--- config.mk ---
export PLATFORM = sky130hd
export DESIGN_NAME = bgm_core
export DESIGN_NICKNAME = d
export VERILOG_FILES = /design/src/bgm_pkg.sv /design/src/bgm_tick_gen.sv /design/src/bgm_conv_timer.sv /design/src/bgm_core.sv
export SDC_FILE = /design/constraint.sdc
export NUM_CORES = 1
export LEC_CHECK = 0
export BUFFER_PORTS_ARGS = -buffer_cell sky130_fd_sc_hd__buf_2
export CAP_MARGIN = 20
export CELL_PAD_IN_SITES_DETAIL_PLACEMENT = 1
export CELL_PAD_IN_SITES_GLOBAL_PLACEMENT = 2
export CORE_ASPECT_RATIO = 0.9
export CORE_MARGIN = 2
export CORE_UTILIZATION = 35
export CTS_CLUSTER_DIAMETER = 100
export DETAILED_ROUTE_END_ITERATION = 8
export PLACE_DENSITY_LB_ADDON = 0.1
export SETUP_SLACK_MARGIN = 0.02
export SKIP_LAST_GASP = 1
export SLEW_MARGIN = 20
export SYNTH_ARGS = -nofsm -noshare
export SYNTH_HDL_FRONTEND = slang
export SYNTH_HIERARCHICAL = 1
export SYNTH_SLANG_ARGS = --single-unit
--- constraint.sdc ---
create_clock -name clock -period 5.7 [get_ports clock]
set_input_delay 1.14 -clock clock [delete_from_list [all_inputs] [get_ports clock]]
set_output_delay 1.14 -clock clock [all_outputs]
set_load 0.02 [all_outputs]
--- src/bgm_pkg.sv ---
// Shared constants and types for the battery gauge measurement core.
// Assumes a single 10 MHz clock and a synchronous active-low reset.
package bgm_pkg;

	// ********************************************************
	// Timing
	// ********************************************************
	localparam int CLK_HZ         = 10_000_000;
	localparam int TICK_HZ        = 32768;
	localparam int TICK_DIV       = CLK_HZ / TICK_HZ;
	localparam int CYCLE_S        = 4;
	localparam int TEMP_S         = 16;
	localparam int TEMP_EVERY     = TEMP_S / CYCLE_S;
	localparam int PERIOD_TICKS   = TICK_HZ * CYCLE_S;
	localparam int VT_CONV_TICKS  = 8192;
	localparam int CUR_CONV_MS    = 500;
	localparam int CUR_CONV_TICKS = TICK_HZ * CUR_CONV_MS / 1000;

	// ********************************************************
	// Register addresses (five-bit register port)
	// ********************************************************
	localparam logic [4:0] ADDR_MODE   = 5'h00;
	localparam logic [4:0] ADDR_CHARGE = 5'h01;
	localparam logic [4:0] ADDR_CC_CNF = 5'h02;
	localparam logic [4:0] ADDR_VM_CNF = 5'h03;
	localparam logic [4:0] ADDR_VOLT   = 5'h04;
	localparam logic [4:0] ADDR_TEMP   = 5'h05;
	localparam logic [4:0] ADDR_CUR    = 5'h06;
	localparam logic [4:0] ADDR_ACC_LO = 5'h07;
	localparam logic [4:0] ADDR_ACC_HI = 5'h08;
	localparam logic [4:0] ADDR_COUNT  = 5'h09;
	localparam logic [4:0] ADDR_OCV    = 5'h0A;
	localparam logic [4:0] ADDR_CC_ADJ = 5'h0B;
	localparam logic [4:0] ADDR_VM_ADJ = 5'h0C;
	localparam logic [4:0] ADDR_ACC_CC = 5'h0D;
	localparam logic [4:0] ADDR_ACC_VM = 5'h0E;
	localparam int         TAB_BIT     = 4;

	// Mode register fields
	localparam int MODE_SEL_BIT = 0;
	localparam int CLR_CC_BIT   = 1;
	localparam int CLR_VM_BIT   = 2;
	localparam int METHOD_BIT   = 3;

	// Reset values
	localparam logic [15:0] CC_CNF_RST = 16'h018B;
	localparam logic [11:0] VM_CNF_RST = 12'h141;
	localparam logic        MODE_RST   = 1'b1;

	// Converter channel codes
	localparam logic [1:0] CH_VOLT = 2'h0;
	localparam logic [1:0] CH_TEMP = 2'h1;
	localparam logic [1:0] CH_CUR  = 2'h2;

	// Estimate tracking: step is one eighth of the error
	localparam int OCV_SHIFT = 3;

	typedef enum logic [1:0] {
		BGM_IDLE = 2'b00,
		BGM_VOLT = 2'b01,
		BGM_TEMP = 2'b10,
		BGM_CUR  = 2'b11
	} bgm_state_t;

endpackage

--- src/bgm_tick_gen.sv ---
// Divider giving a one-cycle enable at the internal time base rate.
// Assumes one system clock; rate error of the integer divide is tolerated.
`timescale 1ns/10ps
`default_nettype none
module bgm_tick_gen #(
	parameter int DIV = 305
) (
	input  wire logic clock, // System clock
	input  wire logic nrst,  // Synchronous reset, active low
	output logic      tick   // One-cycle time base enable
);
	typedef struct packed {
		logic [15:0] cnt;
		logic        tick;
	} bgm_tick_t;

	bgm_tick_t r_ff;
	bgm_tick_t nxt_r;

	// Count down, pulse on wrap
	always_comb
	begin
		nxt_r = r_ff;
		nxt_r.tick = 1'b0;
		if (r_ff.cnt == 16'h0000)
		begin
			nxt_r.cnt = 16'(DIV - 1);
			nxt_r.tick = 1'b1;
		end
		else
		begin
			nxt_r.cnt = r_ff.cnt - 16'h0001;
		end
	end

	always_ff @(posedge clock)
	begin
		if (!nrst)
			r_ff <= '0;
		else
			r_ff <= nxt_r;
	end

	assign tick = r_ff.tick;
endmodule
`default_nettype wire

--- src/bgm_conv_timer.sv ---
// Conversion window timer counting time base ticks.
// A start while busy restarts the window; the sequencer does so when a period start finds a current window still open.
`timescale 1ns/10ps
`default_nettype none
module bgm_conv_timer #(
	parameter int W = 17
) (
	input  wire logic         clock, // System clock
	input  wire logic         nrst,  // Synchronous reset, active low
	input  wire logic         tick,  // Time base enable
	input  wire logic         start, // Open a window
	input  wire logic [W-1:0] len,   // Window length in ticks
	output logic              busy,  // Window open
	output logic              done   // One-cycle end of window
);
	typedef struct packed {
		logic         busy;
		logic [W-1:0] cnt;
		logic         done;
	} bgm_timer_t;

	bgm_timer_t r_ff;
	bgm_timer_t nxt_r;

	// Done on the len-th tick after start
	always_comb
	begin
		nxt_r = r_ff;
		nxt_r.done = 1'b0;
		if (start)
		begin
			nxt_r.busy = 1'b1;
			nxt_r.cnt = len - 1'b1;
		end
		else if (r_ff.busy && tick)
		begin
			if (r_ff.cnt == '0)
			begin
				nxt_r.busy = 1'b0;
				nxt_r.done = 1'b1;
			end
			else
			begin
				nxt_r.cnt = r_ff.cnt - 1'b1;
			end
		end
	end

	always_ff @(posedge clock)
	begin
		if (!nrst)
			r_ff <= '0;
		else
			r_ff <= nxt_r;
	end

	assign busy = r_ff.busy;
	assign done = r_ff.done;
endmodule
`default_nettype wire

--- src/bgm_core.sv ---
// Gauge measurement core: conversion scheduling, coulomb bookkeeping
// and the gauge configuration and adjustment registers.
// Assumes the converter front end presents its result on adc_data
// in the cycle adc_end pulses, and that the algorithm datapath
// supplies the two state-of-charge estimates.
`timescale 1ns/10ps
`default_nettype none
module bgm_core #(
	parameter int          TICK_DIV     = bgm_pkg::TICK_DIV,
	parameter int          PERIOD_TICKS = bgm_pkg::PERIOD_TICKS,
	parameter int          VT_TICKS     = bgm_pkg::VT_CONV_TICKS,
	parameter int          CUR_TICKS    = bgm_pkg::CUR_CONV_TICKS,
	parameter int          ACC_W        = 32,
	parameter logic [13:0] HIGH_RATE    = 14'h0200
) (
	input  wire logic        clock,     // 10 MHz system clock
	input  wire logic        nrst,      // Synchronous reset, active low
	input  wire logic [4:0]  reg_addr,  // Register address
	input  wire logic        reg_wr,    // Write strobe
	input  wire logic [15:0] reg_wdata, // Write data
	output logic      [15:0] reg_rdata, // Read data, one cycle after address
	output logic             adc_start, // Conversion start pulse
	output logic      [1:0]  adc_ch,    // Channel of current conversion
	output logic             adc_end,   // Conversion end pulse
	input  wire logic [15:0] adc_data,  // Result, valid with adc_end
	input  wire logic [15:0] cc_soc,    // Coulomb method charge estimate
	input  wire logic [15:0] vm_soc     // Voltage method charge estimate
);
	// Period counter width, and the window lengths at that width
	localparam int PW = $clog2(PERIOD_TICKS);
	localparam logic [PW-1:0] PER_L = PW'(PERIOD_TICKS - 1);
	localparam logic [PW-1:0] VT_L  = PW'(VT_TICKS);
	localparam logic [PW-1:0] CUR_L = PW'(CUR_TICKS);
	localparam logic [1:0]    TMP_L = 2'(bgm_pkg::TEMP_EVERY - 1);

	// Whole state in one record; read data is registered too
	typedef struct packed {
		bgm_pkg::bgm_state_t st;
		logic [PW-1:0]       pcnt;
		logic [1:0]          frame;
		logic                mode_sel;
		logic                method_cc;
		logic [15:0]         cc_cnf;
		logic [11:0]         vm_cnf;
		logic [15:0]         charge;
		logic [11:0]         volt;
		logic [7:0]          temp;
		logic [13:0]         cur;
		logic [ACC_W-1:0]    acc;
		logic [15:0]         count;
		logic                ocv_ok;
		logic [11:0]         ocv;
		logic [15:0][7:0]    tab;
		logic [15:0]         cc_adj;
		logic [15:0]         vm_adj;
		logic [15:0]         acc_cc;
		logic [15:0]         acc_vm;
		logic                adc_start;
		logic [1:0]          adc_ch;
		logic [15:0]         rdata;
	} bgm_core_t;

	bgm_core_t r_ff;
	bgm_core_t nxt_r;

	// Combinational helpers of the next-state process
	logic          tick;
	logic          t_start;
	logic [PW-1:0] t_len;
	logic          t_done;
	logic          wrap;
	logic          go_next;
	logic          meth;
	logic [PW-1:0] rem;
	logic [13:0]   cmag;
	logic [12:0]   odiff;
	logic [12:0]   ostep;
	logic [11:0]   ocv_out;

	// ********************************************************
	// Time base and conversion window
	// ********************************************************
	bgm_tick_gen #(
		.DIV (TICK_DIV)
	) u_tick (
		.clock (clock),
		.nrst  (nrst),
		.tick  (tick)
	);

	bgm_conv_timer #(
		.W (PW)
	) u_timer (
		.clock (clock),
		.nrst  (nrst),
		.tick  (tick),
		.start (t_start),
		.len   (t_len),
		.busy  (),
		.done  (t_done)
	);

	// Corrected estimate seen by software
	assign ocv_out = 12'(r_ff.ocv + {{4{r_ff.tab[r_ff.ocv[11:8]][7]}},
		r_ff.tab[r_ff.ocv[11:8]]});

	// ********************************************************
	// Next state
	// ********************************************************
	always_comb
	begin
		nxt_r = r_ff;
		nxt_r.adc_start = 1'b0;
		t_start = 1'b0;
		t_len = CUR_L;
		go_next = 1'b0;
		meth = r_ff.method_cc;
		wrap = tick && (r_ff.pcnt == PER_L);
		rem = PER_L - r_ff.pcnt;
		// Rate of the result now ending; the most negative code stays large
		cmag = adc_data[13] ? 14'(-adc_data[13:0]) : adc_data[13:0];
		odiff = {1'b0, adc_data[11:0]} - {1'b0, r_ff.ocv};
		ostep = 13'($signed(odiff) >>> bgm_pkg::OCV_SHIFT);
		// Period position advances on every time base tick
		if (tick)
			nxt_r.pcnt = wrap ? '0 : r_ff.pcnt + 1'b1;

		// Software writes first so same-cycle hardware updates win
		if (reg_wr)
		begin
			if (reg_addr[bgm_pkg::TAB_BIT])
				nxt_r.tab[reg_addr[3:0]] = reg_wdata[7:0];
			else
			begin
				unique case (reg_addr)
					bgm_pkg::ADDR_MODE:
					begin
						nxt_r.mode_sel = reg_wdata[bgm_pkg::MODE_SEL_BIT];
						if (reg_wdata[bgm_pkg::CLR_CC_BIT])
							nxt_r.acc_cc = '0;
						if (reg_wdata[bgm_pkg::CLR_VM_BIT])
							nxt_r.acc_vm = '0;
					end
					bgm_pkg::ADDR_CHARGE:
					begin
						// Restart: new starting charge, counting from zero
						nxt_r.charge = reg_wdata;
						nxt_r.acc = '0;
						nxt_r.count = '0;
					end
					bgm_pkg::ADDR_CC_CNF: nxt_r.cc_cnf = reg_wdata;
					bgm_pkg::ADDR_VM_CNF: nxt_r.vm_cnf = reg_wdata[11:0];
					bgm_pkg::ADDR_CC_ADJ: nxt_r.cc_adj = reg_wdata;
					bgm_pkg::ADDR_VM_ADJ: nxt_r.vm_adj = reg_wdata;
					// Accumulators writable so software can seed them
					bgm_pkg::ADDR_ACC_CC: nxt_r.acc_cc = reg_wdata;
					bgm_pkg::ADDR_ACC_VM: nxt_r.acc_vm = reg_wdata;
					default: ;
				endcase
			end
		end

		// Conversion results
		if (t_done)
		begin
			unique case (r_ff.st)
				bgm_pkg::BGM_VOLT:
				begin
					nxt_r.volt = adc_data[11:0];
					nxt_r.ocv_ok = 1'b1;
					// Track toward the new reading; first one loads directly
					nxt_r.ocv = r_ff.ocv_ok ? 12'({1'b0, r_ff.ocv} + ostep)
						: adc_data[11:0];
					// Adjustments follow the two estimates at every voltage result
					nxt_r.cc_adj = vm_soc - cc_soc;
					nxt_r.vm_adj = cc_soc - vm_soc;
					if (r_ff.frame == 2'h0)
					begin
						nxt_r.st = bgm_pkg::BGM_TEMP;
						nxt_r.adc_ch = bgm_pkg::CH_TEMP;
						nxt_r.adc_start = 1'b1;
						t_start = 1'b1;
						t_len = VT_L;
					end
					else
						go_next = 1'b1;
				end
				bgm_pkg::BGM_TEMP:
				begin
					// Die temperature, signed whole degrees
					nxt_r.temp = adc_data[7:0];
					go_next = 1'b1;
				end
				bgm_pkg::BGM_CUR:
				begin
					// Not accumulated or counted if voltage-only mode was entered meanwhile
					if (!r_ff.mode_sel)
					begin
						nxt_r.acc = nxt_r.acc + ACC_W'($signed(adc_data[13:0]));
						nxt_r.count = nxt_r.count + 16'h0001;
						meth = cmag >= HIGH_RATE;
					end
					if (rem < CUR_L)
						nxt_r.cur = adc_data[13:0];
					go_next = 1'b1;
				end
				default: go_next = 1'b1;
			endcase
		end
		else if (r_ff.st == bgm_pkg::BGM_IDLE)
			go_next = 1'b1;

		// Fill the rest of the period with current conversions
		if (go_next)
		begin
			if (!nxt_r.mode_sel && rem >= CUR_L)
			begin
				nxt_r.st = bgm_pkg::BGM_CUR;
				nxt_r.adc_ch = bgm_pkg::CH_CUR;
				nxt_r.adc_start = 1'b1;
				t_start = 1'b1;
				t_len = CUR_L;
			end
			// Voltage-only mode, or too little of the period left
			else
				nxt_r.st = bgm_pkg::BGM_IDLE;
		end

		// Period start always opens a voltage slot
		if (wrap)
		begin
			nxt_r.frame = (r_ff.frame == TMP_L) ? 2'h0 : r_ff.frame + 2'h1;
			nxt_r.st = bgm_pkg::BGM_VOLT;
			nxt_r.adc_ch = bgm_pkg::CH_VOLT;
			nxt_r.adc_start = 1'b1;
			t_start = 1'b1;
			t_len = VT_L;
		end

		// Method choice; voltage-only mode forces the voltage method
		if (nxt_r.mode_sel)
			meth = 1'b0;
		nxt_r.method_cc = meth;
		if (meth != r_ff.method_cc)
		begin
			nxt_r.acc_cc = nxt_r.acc_cc + nxt_r.cc_adj;
			nxt_r.acc_vm = nxt_r.acc_vm + nxt_r.vm_adj;
		end

		// Read data, one cycle latency
		if (reg_addr[bgm_pkg::TAB_BIT])
			nxt_r.rdata = {{8{r_ff.tab[reg_addr[3:0]][7]}}, r_ff.tab[reg_addr[3:0]]};
		else
		begin
			unique case (reg_addr)
				bgm_pkg::ADDR_MODE:   nxt_r.rdata = 16'({r_ff.method_cc, 2'b00, r_ff.mode_sel});
				bgm_pkg::ADDR_CHARGE: nxt_r.rdata = r_ff.charge;
				bgm_pkg::ADDR_CC_CNF: nxt_r.rdata = r_ff.cc_cnf;
				bgm_pkg::ADDR_VM_CNF: nxt_r.rdata = {4'h0, r_ff.vm_cnf};
				bgm_pkg::ADDR_VOLT:   nxt_r.rdata = {4'h0, r_ff.volt};
				bgm_pkg::ADDR_TEMP:   nxt_r.rdata = {{8{r_ff.temp[7]}}, r_ff.temp};
				bgm_pkg::ADDR_CUR:    nxt_r.rdata = {{2{r_ff.cur[13]}}, r_ff.cur};
				bgm_pkg::ADDR_ACC_LO: nxt_r.rdata = r_ff.acc[15:0];
				bgm_pkg::ADDR_ACC_HI: nxt_r.rdata = r_ff.acc[31:16];
				bgm_pkg::ADDR_COUNT:  nxt_r.rdata = r_ff.count;
				bgm_pkg::ADDR_OCV:    nxt_r.rdata = {4'h0, ocv_out};
				bgm_pkg::ADDR_CC_ADJ: nxt_r.rdata = r_ff.cc_adj;
				bgm_pkg::ADDR_VM_ADJ: nxt_r.rdata = r_ff.vm_adj;
				bgm_pkg::ADDR_ACC_CC: nxt_r.rdata = r_ff.acc_cc;
				bgm_pkg::ADDR_ACC_VM: nxt_r.rdata = r_ff.acc_vm;
				default:              nxt_r.rdata = 16'h0000;
			endcase
		end
	end

	// ********************************************************
	// State register
	// ********************************************************
	// Period counter starts at its last value so the first voltage slot is at once
	always_ff @(posedge clock)
	begin
		if (!nrst)
		begin
			r_ff <= '0;
			r_ff.pcnt <= PER_L;
			r_ff.frame <= TMP_L;
			// Registers with non-zero reset values
			r_ff.mode_sel <= bgm_pkg::MODE_RST;
			r_ff.cc_cnf <= bgm_pkg::CC_CNF_RST;
			r_ff.vm_cnf <= bgm_pkg::VM_CNF_RST;
		end
		else
			r_ff <= nxt_r;
	end

	// ********************************************************
	// Outputs
	// ********************************************************
	// Straight from flip-flops; adc_end is the timer's own flop
	assign reg_rdata = r_ff.rdata;
	assign adc_start = r_ff.adc_start;
	assign adc_ch    = r_ff.adc_ch;
	assign adc_end   = t_done;
endmodule
`default_nettype wire

# [Yosys cells after proc, flatten, opt, wreduce, memory -nomap -nowiden]
# Index checks and enable logic that the tools add are counted.
[op_classes] n_addsub=16 mul=0 div_mod_pow=0 magnitude_cmp=6 eq_ne=21 n_shift=0 muxes=73 bitwise_logic=3 reduce_logical=32
[ops] op="$mux 48" n=5
[ops] op="$pmux 16 s15" n=1
[ops] op="$bwmux 128" n=1
[ops] op="$mux 64" n=2
[ops] op="$mux 32" n=3
[ops] op="$mux 17" n=5
[ops] op="$mux 16" n=5
[ops] op="$bmux 8 s4" n=2
[ops] op="$pmux 16 s2" n=2
[ops] op="$mux 61" n=1
[ops] op="$mux 15" n=3
[ops] op="$eq 5x4->1 const B" n=7
[ops] op="$sub 17x1->17 const B" n=2
[ops] op="$add 16x16->16" n=2
[ops] op="$add 32x32->32" n=1
[ops] op="$demux 8 s4" n=1
[ops] op="$sub 16x16->16" n=2
[ops] op="$add 12x12->12" n=2
[ops] op="$mux 8" n=3
[ops] op="$mux 1" n=21
[ops] op="$eq 5x3->1 const B" n=4
[ops] op="$mux 19" n=1
[ops] op="$mux 18" n=1
[ops] op="$mux 3" n=6
[ops] op="other kinds (37)" n=68
[word_totals] reg_bits=409 latch_bits=0 mem_bits_rw=0 romBits=0 input_bits=72 out_inout_bits=20 word_cells=196 n_memories=0

# [Logic depth before layout (Yosys ltp)]
[logic_depth] depth_word=11 depth_mapped=23 mapped_depth_nobuf=23

# [Modules after synthesis]
# The synthesis kept the hierarchy.
[modules_own_cells] mod="bgm_core" instances=1 cells_per_inst=2700 area_each_um2=23466.3 seq_area_each_um2=7467.2
[modules_own_cells] mod="bgm_conv_timer" instances=1 cells_per_inst=177 area_each_um2=1476.4 seq_area_each_um2=380.4
[modules_own_cells] mod="bgm_tick_gen" instances=1 cells_per_inst=76 area_each_um2=769.5 seq_area_each_um2=340.3

# [Least setup slack after synthesis]
# No wires, ideal clock.
[synth_path] kind="input-to-reg" start="input vm_soc[0]" end="register, netlist name r_ff[50]" setup_ns=0.061 arrival_time_ns=4.962 required_time_ns=5.639 setup_slack_ns=0.678 stages=23 n_path_buf=0 path_cell_list="inv_1 ha_1 inv_1 fa_1 a21o_1 a21oi_1 o21bai_1 a21oi_1 o2bb2ai_1 o21ai_0 o21a_1 nor2_1 mux2i_1 and2_1 ha_1 and2_1 a22o_1 or2_2 a21oi_1 nor2_1 o21a_1 nor4_1 nand2b_1"
[synth_lines] item="start: declaration" line="bgm_core.sv:27" rtl="input wire logic [15:0] vm_soc"

==> flow_metrics.py <==
metrics = {
    "timing": {
        "max_clock_freq_mhz": 199.7,
        "period_minus_slack_ps": 5008,
        "timing.final.max_slew_violations": 0,
        "final.setup.tns_ps": 0,
        "rsz0062_at_grt": "false",
        "final_clock_period_utilization_by_the_worst_path": 0.8785,
        "final_hold_viol_count": 0,
        "clock-skew-final_ps": 31.88,
        "setup_violations": 0,
        "worst_slew_pin_slew_ps": 1059,
        "max-slew-margin-rel": 0.2912,
    },
    "cells_and_area": {
        "nets": 3253,
        "area.sequential_sq_um": 8189,
        "area_growth_syn_to_layout_pct": 13.41,
        "final_design_area_no_fill_sq_um": 29160,
        "drive_above_1_share": 0.1275,
        "multi_input_comb_area_sq_um": 16590,
        "fillers": 8565,
        "layout.core_utilization": 0.3999,
        "highest_count_cells_in_the_layout_ignoring_fill_and_taps": "sky130_fd_sc_hd__dfxtp_1, sky130_fd_sc_hd__nor2_1, sky130_fd_sc_hd__nand2_1",
        "final_common_cell": "sky130_fd_sc_hd__dfxtp_1",
    },
    "route": {
        "drt_iter0_drc": 1183,
        "vias_post_dr": 22602,
        "detail_route.first_pass.iterations": 5,
        "route.final.wire_length_um": 93710,
        "remaining_drc_errors": 0,
        "routed_wire_length_per_instance_um": 23.22,
        "detail-route-antenna-nets": 0,
        "drt-vias-per-instance": 5.600,
    },
    "floorplan": {
        "io_pins": 92,
        "fp.coreArea_sq_um": 72920,
        "design.die.area_sq_um": 75650,
        "starting_density_of_the_core": 0.3526,
        "chipWidth_um": 289.7,
        "rows": 94,
        "die_height_um": 261.1,
    },
    "hold_path": {
        "worstHoldPathType": "flop to flop",
    },
    "flow_run": {
        "cap_violations": 0,
    },
    "power_and_ir_drop": {
        "power.density_cell_area_nw_per_um2": 269.6,
        "power.ir.vdd_worst_mv": 0.2427,
        "power_leakage_nw": 11.56,
    },
    "placed_design": {
        "buffer_ports.inserted": 89,
        "placed_cell_area_sq_um": 27470,
        "detailed_place_hpwl_um": 67220,
        "finalWeightedCongestion": 0.8254,
    },
    "clock_network": {
        "ctsRootBufferMaster": "sky130_fd_sc_hd__clkbuf_16",
        "post_cts_hold_buffer_count": 0,
        "clk_pin_slew_worst_paths_ps": 60,
        "clkSinkCount": 409,
        "tritoncts_clock_tree": "done",
        "cts.htree.levels": 2,
        "worst_skew_late_latency_ps": 620,
        "cts-resized-gates": 0,
        "total_clock_buffers_created_by_cts": 50,
        "clk_path_buf_depth": 3,
        "number_of_buffers_added_for_setup_after_cts": 0,
    },
    "logic_synthesis": {
        "yosysSeqAreaShare": 0.3184,
        "yosys_register_bits": 409,
        "ys.warnings.count": 6,
        "synth_enable_flop_cells": 0,
        "syn-mean-instance-area_sq_um": 8.707,
        "yosysUniqueCellTypes": 105,
        "most_instantiated_flip_flop_cell_in_the_synthesis_netlist": "sky130_fd_sc_hd__dfxtp_1",
        "postSynth.asyncResetShare": 0,
        "mappedNetlistArea_sq_um": 25710,
        "synth_cells": 2953,
    },
    "setup_path": {
        "worstSetupEndpointType": "flop",
        "crit_path_max_fo": 4,
        "setup.worst_path.start_class": "input port",
        "cp_data_arrival_time_ps": 5550,
        "cp.required_ps": 6240,
        "setup.worst_path.class": "input port to flop",
    },
    "run_status": {
        "outcome": "completed",
    },
    "global_route": {
        "grt_first_pass_wirelength_um": 143400,
        "grt_antenna_before_repair": 2,
        "pin_count_of_the_biggest_net_entering_global_routing": 136,
        "track_usage": 0.2466,
        "globalRouteOverflowTotal": 0,
        "first_global_vias": 23695,
    },
}
final cells by class:
cell class	count	area share
sequential	409	0.2808
clock buffer	72	0.05059
antenna	1	0.00008581
inverter	100	0.01313
tap	960	0.04119
timing repair buffer	171	0.03819
clock inverter	17	0.007208
multi-input combinational	2306	0.5688
flip-flops by register name (all words and copies together), names as in the netlist:
| signal | cells |
|---|---|
| adc_ch | 2 |
| reg_rdata | 16 |
| u_timer/busy | 1 |
| u_tick/r_ff | 16 |
| r_ff | 354 |
| u_timer/r_ff | 17 |
| u_timer/done | 1 |
| adc_start | 1 |
| u_tick/tick | 1 |
path summary, 6_finish.rpt:
kind	startpoint	endpoint	slack [ps]	cells past startpoint
setup / recovery	vm_soc[0]	r_ff[50]	690	24
hold / removal	r_ff[326]	r_ff[326]	460	2
setup reg to reg	r_ff[220]	reg_rdata[9]	1000	13
hold reg to reg	r_ff[326]	r_ff[326]	460	2
Yosys cell counts, types with 32 or more instances:
cell type                  number  area share
sky130_fd_sc_hd__dfxtp_1      409        0.32
sky130_fd_sc_hd__nor2_1       335       0.049
sky130_fd_sc_hd__nand2_1      295       0.043
sky130_fd_sc_hd__a21oi_1      210       0.041
sky130_fd_sc_hd__mux2i_1      197       0.077
sky130_fd_sc_hd__clkbuf_1     142       0.021
sky130_fd_sc_hd__ha_1         136       0.066
sky130_fd_sc_hd__o21ai_0      106       0.021
sky130_fd_sc_hd__inv_1         98       0.014
sky130_fd_sc_hd__xnor2_1       84       0.029
sky130_fd_sc_hd__mux4_2        79       0.069
sky130_fd_sc_hd__nand3_1       76       0.015
sky130_fd_sc_hd__and2_1        75       0.018
sky130_fd_sc_hd__xor2_1        65       0.022
sky130_fd_sc_hd__a22o_1        50       0.017
sky130_fd_sc_hd__a22oi_1       41       0.012
sky130_fd_sc_hd__nor3_1        40      0.0078
sky130_fd_sc_hd__nand4_1       36      0.0088
sky130_fd_sc_hd__a21o_1        32      0.0093
where the power goes:
part / internal (mW) / switching [mW] / total, mW
clock: 1.98 / 1.35 / 3.32
sequential: 2.98 / 0.131 / 3.11
combinational: 0.524 / 0.907 / 1.43
total: 5.48 / 2.38 / 7.86
metal layers:
metal,wire (um),vias to the layer above,track usage
li1,-,10733,-
met1,43040,11358,0.3241
met2,44920,390,0.4255
met3,3205,117,0.02831
met4,2520,4,0.07066
met5,23,-,0
worst max-delay path, stage by stage:
cell and delay, ps:
sky130_fd_sc_hd__buf_2 110, sky130_fd_sc_hd__inv_1 40, sky130_fd_sc_hd__ha_1 160, sky130_fd_sc_hd__inv_1 70, sky130_fd_sc_hd__fa_1 410, sky130_fd_sc_hd__a21o_1 210, sky130_fd_sc_hd__a21oi_1 190, sky130_fd_sc_hd__o21bai_1 100
sky130_fd_sc_hd__a21oi_1 190, sky130_fd_sc_hd__o2bb2ai_1 190, sky130_fd_sc_hd__o21ai_0 220, sky130_fd_sc_hd__o21a_1 220, sky130_fd_sc_hd__nor2_1 120, sky130_fd_sc_hd__mux2i_1 230, sky130_fd_sc_hd__and2_1 150, sky130_fd_sc_hd__ha_1 250
sky130_fd_sc_hd__and2_1 210, sky130_fd_sc_hd__a22o_1 200, sky130_fd_sc_hd__or2_2 290, sky130_fd_sc_hd__a21oi_1 150, sky130_fd_sc_hd__nor2_1 70, sky130_fd_sc_hd__o21a_1 220, sky130_fd_sc_hd__nor4_1 260, sky130_fd_sc_hd__nand2b_1 130
cells by family after synthesis:
group	count (synthesis)	synth area share
other cells	1	0.0001458
buf+inv	292	0.04696
fa+ha+maj	143	0.07163
mux	281	0.1481
compound gates	674	0.1775
xor+xnor	149	0.05075
simple gates	1004	0.1865
flops	409	0.3184
stage by stage:
step / hold slack [ps] / cells / power [mW] / worst slack [ps]
3_3_place_gp: 441.3 / 3946 / 4.553 / 159.5
5_1_grt: 485.6 / 4035 / 8.245 / 296.8
3_5_place_dp: 448.1 / 3946 / 4.602 / 131.2
6_report: 456.3 / 4036 / 7.862 / 692.5
2_1_floorplan: 435.7 / 3007 / 4.220 / 677.6
4_1_cts: 455.9 / 4035 / 7.959 / 717.6
(Power assumes the default switching activity.)
